<file path="config.mk">
export PLATFORM = sky130hd
export DESIGN_NAME = urs_register_map
export DESIGN_NICKNAME = d
export VERILOG_FILES = /design/src/include/urs_pkg.sv /design/src/urs_register_map.sv
export VERILOG_INCLUDE_DIRS = /design/src /design/src/include
export SDC_FILE = /design/constraint.sdc
export NUM_CORES = 1
export LEC_CHECK = 0
export ABC_AREA = 1
export BUFFER_PORTS_ARGS = -buffer_cell sky130_fd_sc_hd__buf_2
export CORE_MARGIN = 5
export CORE_UTILIZATION = 35
export DETAILED_ROUTE_END_ITERATION = 12
export SLEW_MARGIN = 10
export SYNTH_ARGS = -nofsm -noshare
export SYNTH_HDL_FRONTEND = slang
export SYNTH_SLANG_ARGS = --single-unit
</file>
<file path="constraint.sdc">
create_clock -name clock -period 2.78 [get_ports clock]
set_clock_uncertainty 0.2 [all_clocks]
set_input_delay 0.834 -clock clock [delete_from_list [all_inputs] [get_ports clock]]
set_output_delay 0.834 -clock clock [all_outputs]
set_load 0.02 [all_outputs]
</file>
<file path="src/include/urs_defs.svh">
// Constants for the UART register select map: offsets, gating bits,
// write masks and reset values.
// Assumes inclusion by bare name from files that need the figures.
`ifndef URS_DEFS_SVH
`define URS_DEFS_SVH

// Register offsets on the three address lines
`define URS_OFS_DATA 3'h0
`define URS_OFS_IER 3'h1
`define URS_OFS_IIR 3'h2
`define URS_OFS_LCR 3'h3
`define URS_OFS_MCR 3'h4
`define URS_OFS_LSR 3'h5
`define URS_OFS_MSR 3'h6
`define URS_OFS_SPR 3'h7

// Gating bits and key values
`define URS_LCR_DIVISOR_BIT 7
`define URS_LCR_EXT_KEY 8'hBF
`define URS_EFR_ENH_BIT 4
`define URS_MCR_TRIG_EN_BIT 6
`define URS_MCR_RDY_EN_BIT 2
`define URS_MCR_LOOP_BIT 4
`define URS_FCR_ENABLE_BIT 0

// Bits that only move while enhanced functions are on
`define URS_IER_ENH_MASK 8'hF0
`define URS_FCR_ENH_MASK 8'h30
`define URS_MCR_ENH_MASK 8'h80
// Clear bits of the FIFO control that return to zero by themselves
`define URS_FCR_SELFCLR_MASK 8'h06

// Reset values and fill patterns
`define URS_RESET_BYTE 8'h00
`define URS_RESET_DIVISOR 16'h0000
`define URS_FRDY_PAD 2'h0

// Channel indexes
`define URS_CHAN_A 0
`define URS_CHAN_B 1

`endif

</file>
<file path="src/include/urs_pkg.sv">
// Types shared by the UART register select map.
// Assumes nothing beyond a SystemVerilog compiler.
package urs_pkg;

  // Register reached by one access
  typedef enum logic [17:0] {
    TGT_DATA = 18'h00001,
    TGT_IER = 18'h00002,
    TGT_IIR_FCR = 18'h00004,
    TGT_LCR = 18'h00008,
    TGT_MCR = 18'h00010,
    TGT_LSR = 18'h00020,
    TGT_MSR = 18'h00040,
    TGT_SPR = 18'h00080,
    TGT_DLL = 18'h00100,
    TGT_DLH = 18'h00200,
    TGT_EFR = 18'h00400,
    TGT_FLOW_ON_CHAR_1 = 18'h00800,
    TGT_FLOW_ON_CHAR_2 = 18'h01000,
    TGT_FLOW_OFF_CHAR_1 = 18'h02000,
    TGT_FLOW_OFF_CHAR_2 = 18'h04000,
    TGT_TCR = 18'h08000,
    TGT_TLR = 18'h10000,
    TGT_FRDY = 18'h20000
  } urs_target_t;

  // Host bus pins, all active low except address and data
  typedef struct packed {
    logic [2:0] addr;
    logic chanASelectN;
    logic chanBSelectN;
    logic readN;
    logic writeN;
    logic [7:0] data;
  } urs_bus_pins_t;

  // Per-channel configuration held by the bank
  typedef struct packed {
    logic [15:0] baudDivisor;
    logic [7:0] irqEnable;
    logic [7:0] fifoControl;
    logic [7:0] lineControl;
    logic [7:0] modemControl;
    logic [7:0] enhancedFeatures;
    logic [7:0] flowOnChar1;
    logic [7:0] flowOnChar2;
    logic [7:0] flowOffChar1;
    logic [7:0] flowOffChar2;
    logic [7:0] flowThresholdControl;
    logic [7:0] fifoTriggerLevels;
    logic [7:0] scratchPad;
  } urs_config_t;

  // Per-channel status from the datapath
  typedef struct packed {
    logic [7:0] rxHolding;
    logic [7:0] irqIdentify;
    logic [7:0] lineStatus;
    logic [7:0] modemStatus;
  } urs_status_t;

  // Whole state of the register map
  typedef struct packed {
    urs_bus_pins_t busS1;
    urs_bus_pins_t busS2;
    urs_bus_pins_t busS3;
    urs_config_t [1:0] cfg;
    logic [7:0] readData;
    logic readOe;
    logic [1:0] rxPop;
    logic [1:0] txPush;
    logic [1:0] fifoCtlStrobe;
    logic [7:0] txByte;
  } urs_state_t;

endpackage : urs_pkg

</file>
<file path="src/urs_register_map.sv">
// Register select map for a dual UART: two independent register banks
// reached over an 8-bit strobed host bus.
// Assumes host pins are asynchronous to clock and the datapath status
// inputs are synchronous to clock.
`timescale 1ns/100ps
`default_nettype none

`include "urs_defs.svh"

// Notes on behaviour
// - The target register comes from the three address lines plus gating bits in other registers.
// - Offset 000 without divisor access reads the received byte and writes the transmit byte.
// - Offset 001 without divisor access reads and writes the interrupt enable register.
// - Offset 010 normally reads interrupt identification and writes the separate FIFO control.
// - Line control at 011 and modem control at 100 are readable and writable.
// - Offset 101 normally reads line status and a write there changes nothing.
// - Offset 110 normally reads modem status with no write target; 111 is a scratch byte.
// - Offsets 000 and 001 reach the divisor low and high bytes only while line control bit 7 is 1.
// - Enhanced features and the four flow characters are reached only while line control is 0xBF.
// - Threshold at 110 and trigger levels at 111 need enhanced bit 4 and modem control bit 6.
// - The FIFO ready summary reads only with both selects low, modem bit 2 set and no loopback.
// - Modem control bit 7 changes only while enhanced bit 4 is 1.
// - Enhanced bits of interrupt enable (7:4) and FIFO control (5:4) need enhanced bit 4.
module urs_register_map (
  // Clock and reset
  input wire logic clock,
  input wire logic rst_n,
  // Host bus pins
  input wire urs_pkg::urs_bus_pins_t busPins,
  output var logic [7:0] busDataOut,
  output var logic busDataOe,
  // Datapath status per channel
  input wire urs_pkg::urs_status_t [1:0] chanStatus,
  input wire logic [1:0] rxFifoReady,
  input wire logic [1:0] txFifoReady,
  // Datapath controls per channel, with one transmit byte shared by both
  output var urs_pkg::urs_config_t [1:0] chanConfig,
  output var logic [1:0] rxPop,
  output var logic [1:0] txPush,
  output var logic [1:0] fifoCtlStrobe,
  output var logic [7:0] txByte
);
  import urs_pkg::*;

  urs_state_t st_r;
  urs_state_t st_nxt;

  // Target decode for one channel, highest priority first
  function automatic urs_target_t urs_decode(
    input logic [2:0] ofs,
    input urs_config_t c,
    input logic bothSel,
    input logic isWrite
  );
    logic extSet;
    logic divSet;
    logic trigSet;
    logic rdySet;
    urs_target_t t;
    extSet = (c.lineControl == `URS_LCR_EXT_KEY);
    divSet = c.lineControl[`URS_LCR_DIVISOR_BIT];
    trigSet = c.enhancedFeatures[`URS_EFR_ENH_BIT]
              && c.modemControl[`URS_MCR_TRIG_EN_BIT];
    rdySet = bothSel && c.modemControl[`URS_MCR_RDY_EN_BIT]
             && !c.modemControl[`URS_MCR_LOOP_BIT] && !isWrite;
    case (ofs)
      `URS_OFS_DATA: t = divSet ? TGT_DLL : TGT_DATA;
      `URS_OFS_IER: t = divSet ? TGT_DLH : TGT_IER;
      `URS_OFS_IIR: t = extSet ? TGT_EFR : TGT_IIR_FCR;
      `URS_OFS_LCR: t = TGT_LCR;
      `URS_OFS_MCR: t = extSet ? TGT_FLOW_ON_CHAR_1 : TGT_MCR;
      `URS_OFS_LSR: t = extSet ? TGT_FLOW_ON_CHAR_2 : TGT_LSR;
      `URS_OFS_MSR: begin
        if (extSet) begin
          t = TGT_FLOW_OFF_CHAR_1;
        end else if (trigSet) begin
          t = TGT_TCR;
        end else begin
          t = TGT_MSR;
        end
      end
      `URS_OFS_SPR: begin
        if (extSet) begin
          t = TGT_FLOW_OFF_CHAR_2;
        end else if (trigSet) begin
          t = TGT_TLR;
        end else if (rdySet) begin
          t = TGT_FRDY;
        end else begin
          t = TGT_SPR;
        end
      end
      default: t = TGT_DATA;
    endcase
    return t;
  endfunction : urs_decode

  // Merge a written byte, holding protected bits unless enhanced is on
  function automatic logic [7:0] urs_guard(
    input logic [7:0] oldVal,
    input logic [7:0] newVal,
    input logic [7:0] protMask,
    input logic enhOn
  );
    logic [7:0] keep;
    keep = enhOn ? 8'h00 : protMask;
    return (oldVal & keep) | (newVal & ~keep);
  endfunction : urs_guard

  // Next-state logic: pin sync, strobe edges, read and write decode
  always_comb begin
    logic rdStart;
    logic wrEnd;
    logic [1:0] rdSel;
    logic [1:0] wrSel;
    logic rdChan;
    logic enhOn;
    urs_target_t rdTgt;
    urs_target_t wrTgt;
    urs_config_t rc;
    urs_status_t rs;
    logic [7:0] wd;
    rdStart = 1'b0;
    wrEnd = 1'b0;
    rdSel = 2'h0;
    wrSel = 2'h0;
    rdChan = 1'b0;
    enhOn = 1'b0;
    rdTgt = TGT_DATA;
    wrTgt = TGT_DATA;
    rc = st_r.cfg[`URS_CHAN_A];
    rs = chanStatus[`URS_CHAN_A];
    wd = st_r.busS3.data;
    st_nxt = st_r;

    // Two-flop sync of every pin, third stage for edge detection
    st_nxt.busS1 = busPins;
    st_nxt.busS2 = st_r.busS1;
    st_nxt.busS3 = st_r.busS2;
    st_nxt.rxPop = 2'h0;
    st_nxt.txPush = 2'h0;
    st_nxt.fifoCtlStrobe = 2'h0;

    // Read is taken as the strobe goes active, write as it releases
    rdStart = !st_r.busS2.readN && st_r.busS3.readN;
    wrEnd = st_r.busS2.writeN && !st_r.busS3.writeN;
    rdSel = {!st_r.busS2.chanBSelectN, !st_r.busS2.chanASelectN};
    wrSel = {!st_r.busS3.chanBSelectN, !st_r.busS3.chanASelectN};

    // Read: channel A wins when both selects are low
    rdChan = !rdSel[`URS_CHAN_A];
    rc = st_r.cfg[rdChan];
    rs = chanStatus[rdChan];
    rdTgt = urs_decode(st_r.busS2.addr, rc, &rdSel, 1'b0);
    if (rdStart && (|rdSel)) begin
      st_nxt.readOe = 1'b1;
      case (rdTgt)
        TGT_DATA: begin
          st_nxt.readData = rs.rxHolding;
          st_nxt.rxPop[rdChan] = 1'b1;
        end
        TGT_IER: st_nxt.readData = rc.irqEnable;
        TGT_IIR_FCR: begin
          // Top two bits mirror the FIFO enable, no FIFO control storage read
          st_nxt.readData = {{2{rc.fifoControl[`URS_FCR_ENABLE_BIT]}},
                             rs.irqIdentify[5:0]};
        end
        TGT_LCR: st_nxt.readData = rc.lineControl;
        TGT_MCR: st_nxt.readData = rc.modemControl;
        TGT_LSR: st_nxt.readData = rs.lineStatus;
        TGT_MSR: st_nxt.readData = rs.modemStatus;
        TGT_SPR: st_nxt.readData = rc.scratchPad;
        TGT_DLL: st_nxt.readData = rc.baudDivisor[7:0];
        TGT_DLH: st_nxt.readData = rc.baudDivisor[15:8];
        TGT_EFR: st_nxt.readData = rc.enhancedFeatures;
        TGT_FLOW_ON_CHAR_1: st_nxt.readData = rc.flowOnChar1;
        TGT_FLOW_ON_CHAR_2: st_nxt.readData = rc.flowOnChar2;
        TGT_FLOW_OFF_CHAR_1: st_nxt.readData = rc.flowOffChar1;
        TGT_FLOW_OFF_CHAR_2: st_nxt.readData = rc.flowOffChar2;
        TGT_TCR: st_nxt.readData = rc.flowThresholdControl;
        TGT_TLR: st_nxt.readData = rc.fifoTriggerLevels;
        TGT_FRDY: begin
          st_nxt.readData = {`URS_FRDY_PAD, rxFifoReady,
                             `URS_FRDY_PAD, txFifoReady};
        end
        default: st_nxt.readData = `URS_RESET_BYTE;
      endcase
    end else if (st_r.busS2.readN) begin
      // Drive the bus only while the read strobe stands
      st_nxt.readOe = 1'b0;
    end

    // Write: both selects low writes the byte to both banks, each decoded by its own gating bits
    for (int c = 0; c < 2; c++) begin
      wrTgt = urs_decode(st_r.busS3.addr, st_r.cfg[c], &wrSel, 1'b1);
      enhOn = st_r.cfg[c].enhancedFeatures[`URS_EFR_ENH_BIT];
      if (wrEnd && wrSel[c]) begin
        case (wrTgt)
          TGT_DATA: begin
            st_nxt.txByte = wd;
            st_nxt.txPush[c] = 1'b1;
          end
          TGT_IER: begin
            st_nxt.cfg[c].irqEnable = urs_guard(st_r.cfg[c].irqEnable, wd,
              `URS_IER_ENH_MASK, enhOn);
          end
          TGT_IIR_FCR: begin
            // Clear bits act once through the strobe, never stored
            st_nxt.cfg[c].fifoControl = urs_guard(st_r.cfg[c].fifoControl,
              wd, `URS_FCR_ENH_MASK, enhOn) & ~`URS_FCR_SELFCLR_MASK;
            st_nxt.fifoCtlStrobe[c] = 1'b1;
          end
          TGT_LCR: st_nxt.cfg[c].lineControl = wd;
          TGT_MCR: begin
            st_nxt.cfg[c].modemControl = urs_guard(st_r.cfg[c].modemControl,
              wd, `URS_MCR_ENH_MASK, enhOn);
          end
          TGT_SPR: st_nxt.cfg[c].scratchPad = wd;
          TGT_DLL: st_nxt.cfg[c].baudDivisor[7:0] = wd;
          TGT_DLH: st_nxt.cfg[c].baudDivisor[15:8] = wd;
          TGT_EFR: st_nxt.cfg[c].enhancedFeatures = wd;
          TGT_FLOW_ON_CHAR_1: st_nxt.cfg[c].flowOnChar1 = wd;
          TGT_FLOW_ON_CHAR_2: st_nxt.cfg[c].flowOnChar2 = wd;
          TGT_FLOW_OFF_CHAR_1: st_nxt.cfg[c].flowOffChar1 = wd;
          TGT_FLOW_OFF_CHAR_2: st_nxt.cfg[c].flowOffChar2 = wd;
          TGT_TCR: st_nxt.cfg[c].flowThresholdControl = wd;
          TGT_TLR: st_nxt.cfg[c].fifoTriggerLevels = wd;
          // Status offsets have no write target
          default: st_nxt.cfg[c] = st_r.cfg[c];
        endcase
      end
    end
  end

  // State register; select and strobe pins idle high out of reset so no false edge
  always_ff @(posedge clock or negedge rst_n) begin
    if (!rst_n) begin
      st_r <= '0;
      st_r.busS1.chanASelectN <= 1'b1;
      st_r.busS1.chanBSelectN <= 1'b1;
      st_r.busS1.readN <= 1'b1;
      st_r.busS1.writeN <= 1'b1;
      st_r.busS2.chanASelectN <= 1'b1;
      st_r.busS2.chanBSelectN <= 1'b1;
      st_r.busS2.readN <= 1'b1;
      st_r.busS2.writeN <= 1'b1;
      st_r.busS3.chanASelectN <= 1'b1;
      st_r.busS3.chanBSelectN <= 1'b1;
      st_r.busS3.readN <= 1'b1;
      st_r.busS3.writeN <= 1'b1;
      st_r.readData <= `URS_RESET_BYTE;
      st_r.txByte <= `URS_RESET_BYTE;
      for (int c = 0; c < 2; c++) begin
        st_r.cfg[c].baudDivisor <= `URS_RESET_DIVISOR;
      end
    end else begin
      st_r <= st_nxt;
    end
  end

  // Outputs straight from the state register
  assign busDataOut = st_r.readData;
  assign busDataOe = st_r.readOe;
  assign chanConfig = st_r.cfg;
  assign rxPop = st_r.rxPop;
  assign txPush = st_r.txPush;
  assign fifoCtlStrobe = st_r.fifoCtlStrobe;
  assign txByte = st_r.txByte;

endmodule : urs_register_map

`default_nettype wire

</file>
==> metrics <==
status complete, no violations; Die H 216 um; Critical-path top delay cell dfstp_4; IO Port Bufs 323; layout cells sized above 1 23.7%; Routed WL 53.7 mm; Syn Std Cell Area 14900 sq um; largest cells by area after synthesis dfrtp_1, nand2_1, buf_4, o21ai_0, nand4_1; First-pass DRT Iterations 5; CTS max path bufs 3; most used cell, CP nand2_1; required time of the critical path 3000 ps; Final Max Tran Viols 0; vias in the first global route 12.2k; Switch Pwr 3.22 mW; routed length per instance 21.4 um; Max-Cap Viols 0; WHS 145 ps; Power Internal 7.67 mW; setup_tns 0 ps; via count 12.8k; Worst Setup SP st_nxt[258]$_DFF_PN1_; IO Pins 332; Gate Count Post-Synth 1862; Hold Crit Class reg -> reg; Power Dens Cells 655 nW/um^2; Final Hold Fails 0; WL met3 4.69 mm; clock transition at the registers of the reported paths 60 ps; top post-synthesis cells by count nand2_1, dfrtp_1, buf_4; Worst Hold Launch st_nxt[249]$_DFF_PN0_; initial antenna violation count 2; crit path kind reg -> reg; fin nets 2025; CP top delay family simple AND/OR/NAND/NOR gates; Post-DP HPWL 39.2 mm; area grow syn2layout 11.8%; top cell type's share of synthesized area 46.4%; CTS H-tree lvls 2; CTS tree yes; Yosys reg bits 288; count leader, synth nand2_1; die area 46800 sq um; Mean Syn Cell Area 7.99 sq um; Die X 216 um; Yosys Warn Count 0; peak supply drop 0.000407 V; Total GRT Usage 22.2%; crit path cell chain inv_4 > nand2_1 > nand2_1 > nand2_1 > nor2_2 > nand2_2 > buf_12 > nor2_4 > nand2_1 > nand2_1 > nor2_1 > nand3_1 > o21bai_1 > nand2_1; Gate power share 14.3%; Detailed Route Iter0 Violations 1136; Post-synth ARST share 100%; area leader, netlist dfrtp_1; Seq/Total Area, Yosys 48.5%; Synth cell types 29; Worst Setup Start Kind flip-flop; Worst slew margin 38.6%; crit path capture type flip-flop; clock root buffer clkbuf_16; Placer Congestion 0.930; Final Critical Period 2610 ps; Worst-Skew Late Latency 550 ps; clock power share 42.1%; Sink Count 288; CP bufs+invs 2; final setup fails 0; first-pass GRT wire length 78.9 mm; GR Overflow Total 0; Num CTS Buffers 35; pin count of the biggest net entering global routing 82; Placeable Area 42000 sq um; Flop pwr share 43.6%; metal1 wirelength 23.1 mm; met2 routed WL 24.2 mm; Pleak 8.82 nW; Post-synth EDFFs 0; highest metal used met4; Worst R2R Start st_nxt[258]$_DFF_PN1_; Worst EP arrival 2830 ps; Slew @ Worst Pin 914 ps; number of core rows 75; Worst Path Max Fanout 38; switching share of power 29.6%; post-route ant nets 0; Max Clk Rate 0.384 GHz; commonest register cell after synthesis dfrtp_1; Vias per Instance 5.10; drc violations 0; Initial Utilization 35.4%; period utilisation layout 93.7%; overall power 10.9 mW; CP max stage delay 720 ps; RSZ-0062 raised after global routing no
cell usage in the layout (no fill, tap or decap), drive strengths merged:
| cell | synthesis | routed |
|---|---|---|
| nand2 | 677 | 677 |
| buf | 279 | 377 |
| dfrtp | 276 | 276 |
| o21ai | 214 | 214 |
| nand4 | 74 | 74 |
| nor2 | 73 | 73 |
| inv | 58 | 62 |
| nand3 | 60 | 60 |
| clkbuf | 61 | 49 |
| a21oi | 22 | 22 |
| nor3 | 19 | 19 |
| dfstp | 12 | 12 |
| o2111ai | 9 | 9 |
| nand3b | 5 | 5 |
| clkinv | 1 | 5 |
| o41ai | 4 | 4 |
| or2 | 4 | 4 |
| o211ai | 4 | 4 |
| o21bai | 4 | 4 |
| conb | 1 | 4 |
| a22oi | 3 | 3 |
| clkinvlp | 0 | 2 |
| bufinv | 0 | 2 |
| diode | 0 | 1 |
| a31oi | 1 | 1 |
| nor4 | 1 | 1 |
| dlygate4sd3 | 0 | 1 |
state kept, by name, indices dropped and copies added, names as in the netlist, named ones only:
name           flops
st_nxt            30
rxPop              2
chanConfig       206
busDataOe          1
txByte             8
fifoCtlStrobe      2
txPush             2
st_r              15
busDataOut         8
worst reg2reg max path, cell delays in order, from the launching register on:
cell      delay (ps)
dfstp_4          720
inv_4            120
nand2_1           80
nand2_1           90
nand2_1           90
nor2_2            60
nand2_2           90
buf_12           210
nor2_4           100
nand2_1           80
nand2_1           80
nor2_1           240
nand3_1          130
o21bai_1         140
nand2_1           60
metrics by stage:
stage | area, sq um | setup WS, ps | util (%) | instances
after floorplan | 14900 | 738 | - | 1865
after global placement | 15500 | 201 | 36.8 | 2440
after detailed placement | 15500 | 151 | 36.8 | 2440
after CTS | 16600 | 126 | 39.5 | 2502
after global routing | 16600 | 47.1 | 39.6 | 2503
final | 16600 | 174 | 39.6 | 2504
kinds of logic (layout without fill, tap and decap cells):
group                  count (synthesis)  count (layout)  share of synthesized area, %
other                                  1               5                        0.0252
buffers and inverters                399             498                          16.6
AO/OA/AOI/OAI                        261             261                          9.32
AND/OR/NAND/NOR                      913             913                          25.5
flip-flops                           288             288                          48.5
layout make-up:
type	instances	area, sq um
diodes	1	2.50
clock buffers	49	1010
clock inverters	12	130
fillers	4294	25400
inverters	59	224
multi-input cells	1178	5210
flip-flops and latches	288	7230
well taps	539	674
repair buffers	378	2150
power groups by stage:
stage / Clock [mW] / Combinational [mW] / Sequential, mW
floorplan: 0 / 1.20 / 4.72
global placement: 0 / 1.56 / 4.81
detailed placement: 0 / 1.57 / 4.82
CTS: 4.68 / 1.57 / 4.75
global route: 4.85 / 1.70 / 4.79
finish: 4.58 / 1.56 / 4.75
what timing repair did:
| action | 4_1_cts | 5_1_grt |
|---|---|---|
| resized for setup | 0 | 1 |
| hold buffers | 1 | 0 |
| setup buffers | 0 | 1 |
| endpoints found under the setup margin | 0 | 4 |
| endpoints found under the hold margin | 8 | 0 |
routing by layer:
metal | global-route usage, % | vias to the layer above
li1 | - | 5960
met1 | 30.3 | 6192
met2 | 34.3 | 547
met3 | 6.45 | 80
met4 | 7.10 | 0
met5 | 0 | -
final timing paths:
path                                         endpoint  slack [ps]  cells after the start
max reg2reg                 busDataOut[0]$_DFFE_PN0P_         170                     14
max                         busDataOut[0]$_DFFE_PN0P_         170                     14
min in group asynchronous         txPush[1]$_DFF_PN0_         580                      2
min reg2reg                       st_r[249]$_DFF_PN0_         140                      0
max in group asynchronous  chanConfig[48]$_DFFE_PN0P_        1010                      3
min                               st_r[249]$_DFF_PN0_         140                      0
(Power assumes the default switching activity.)
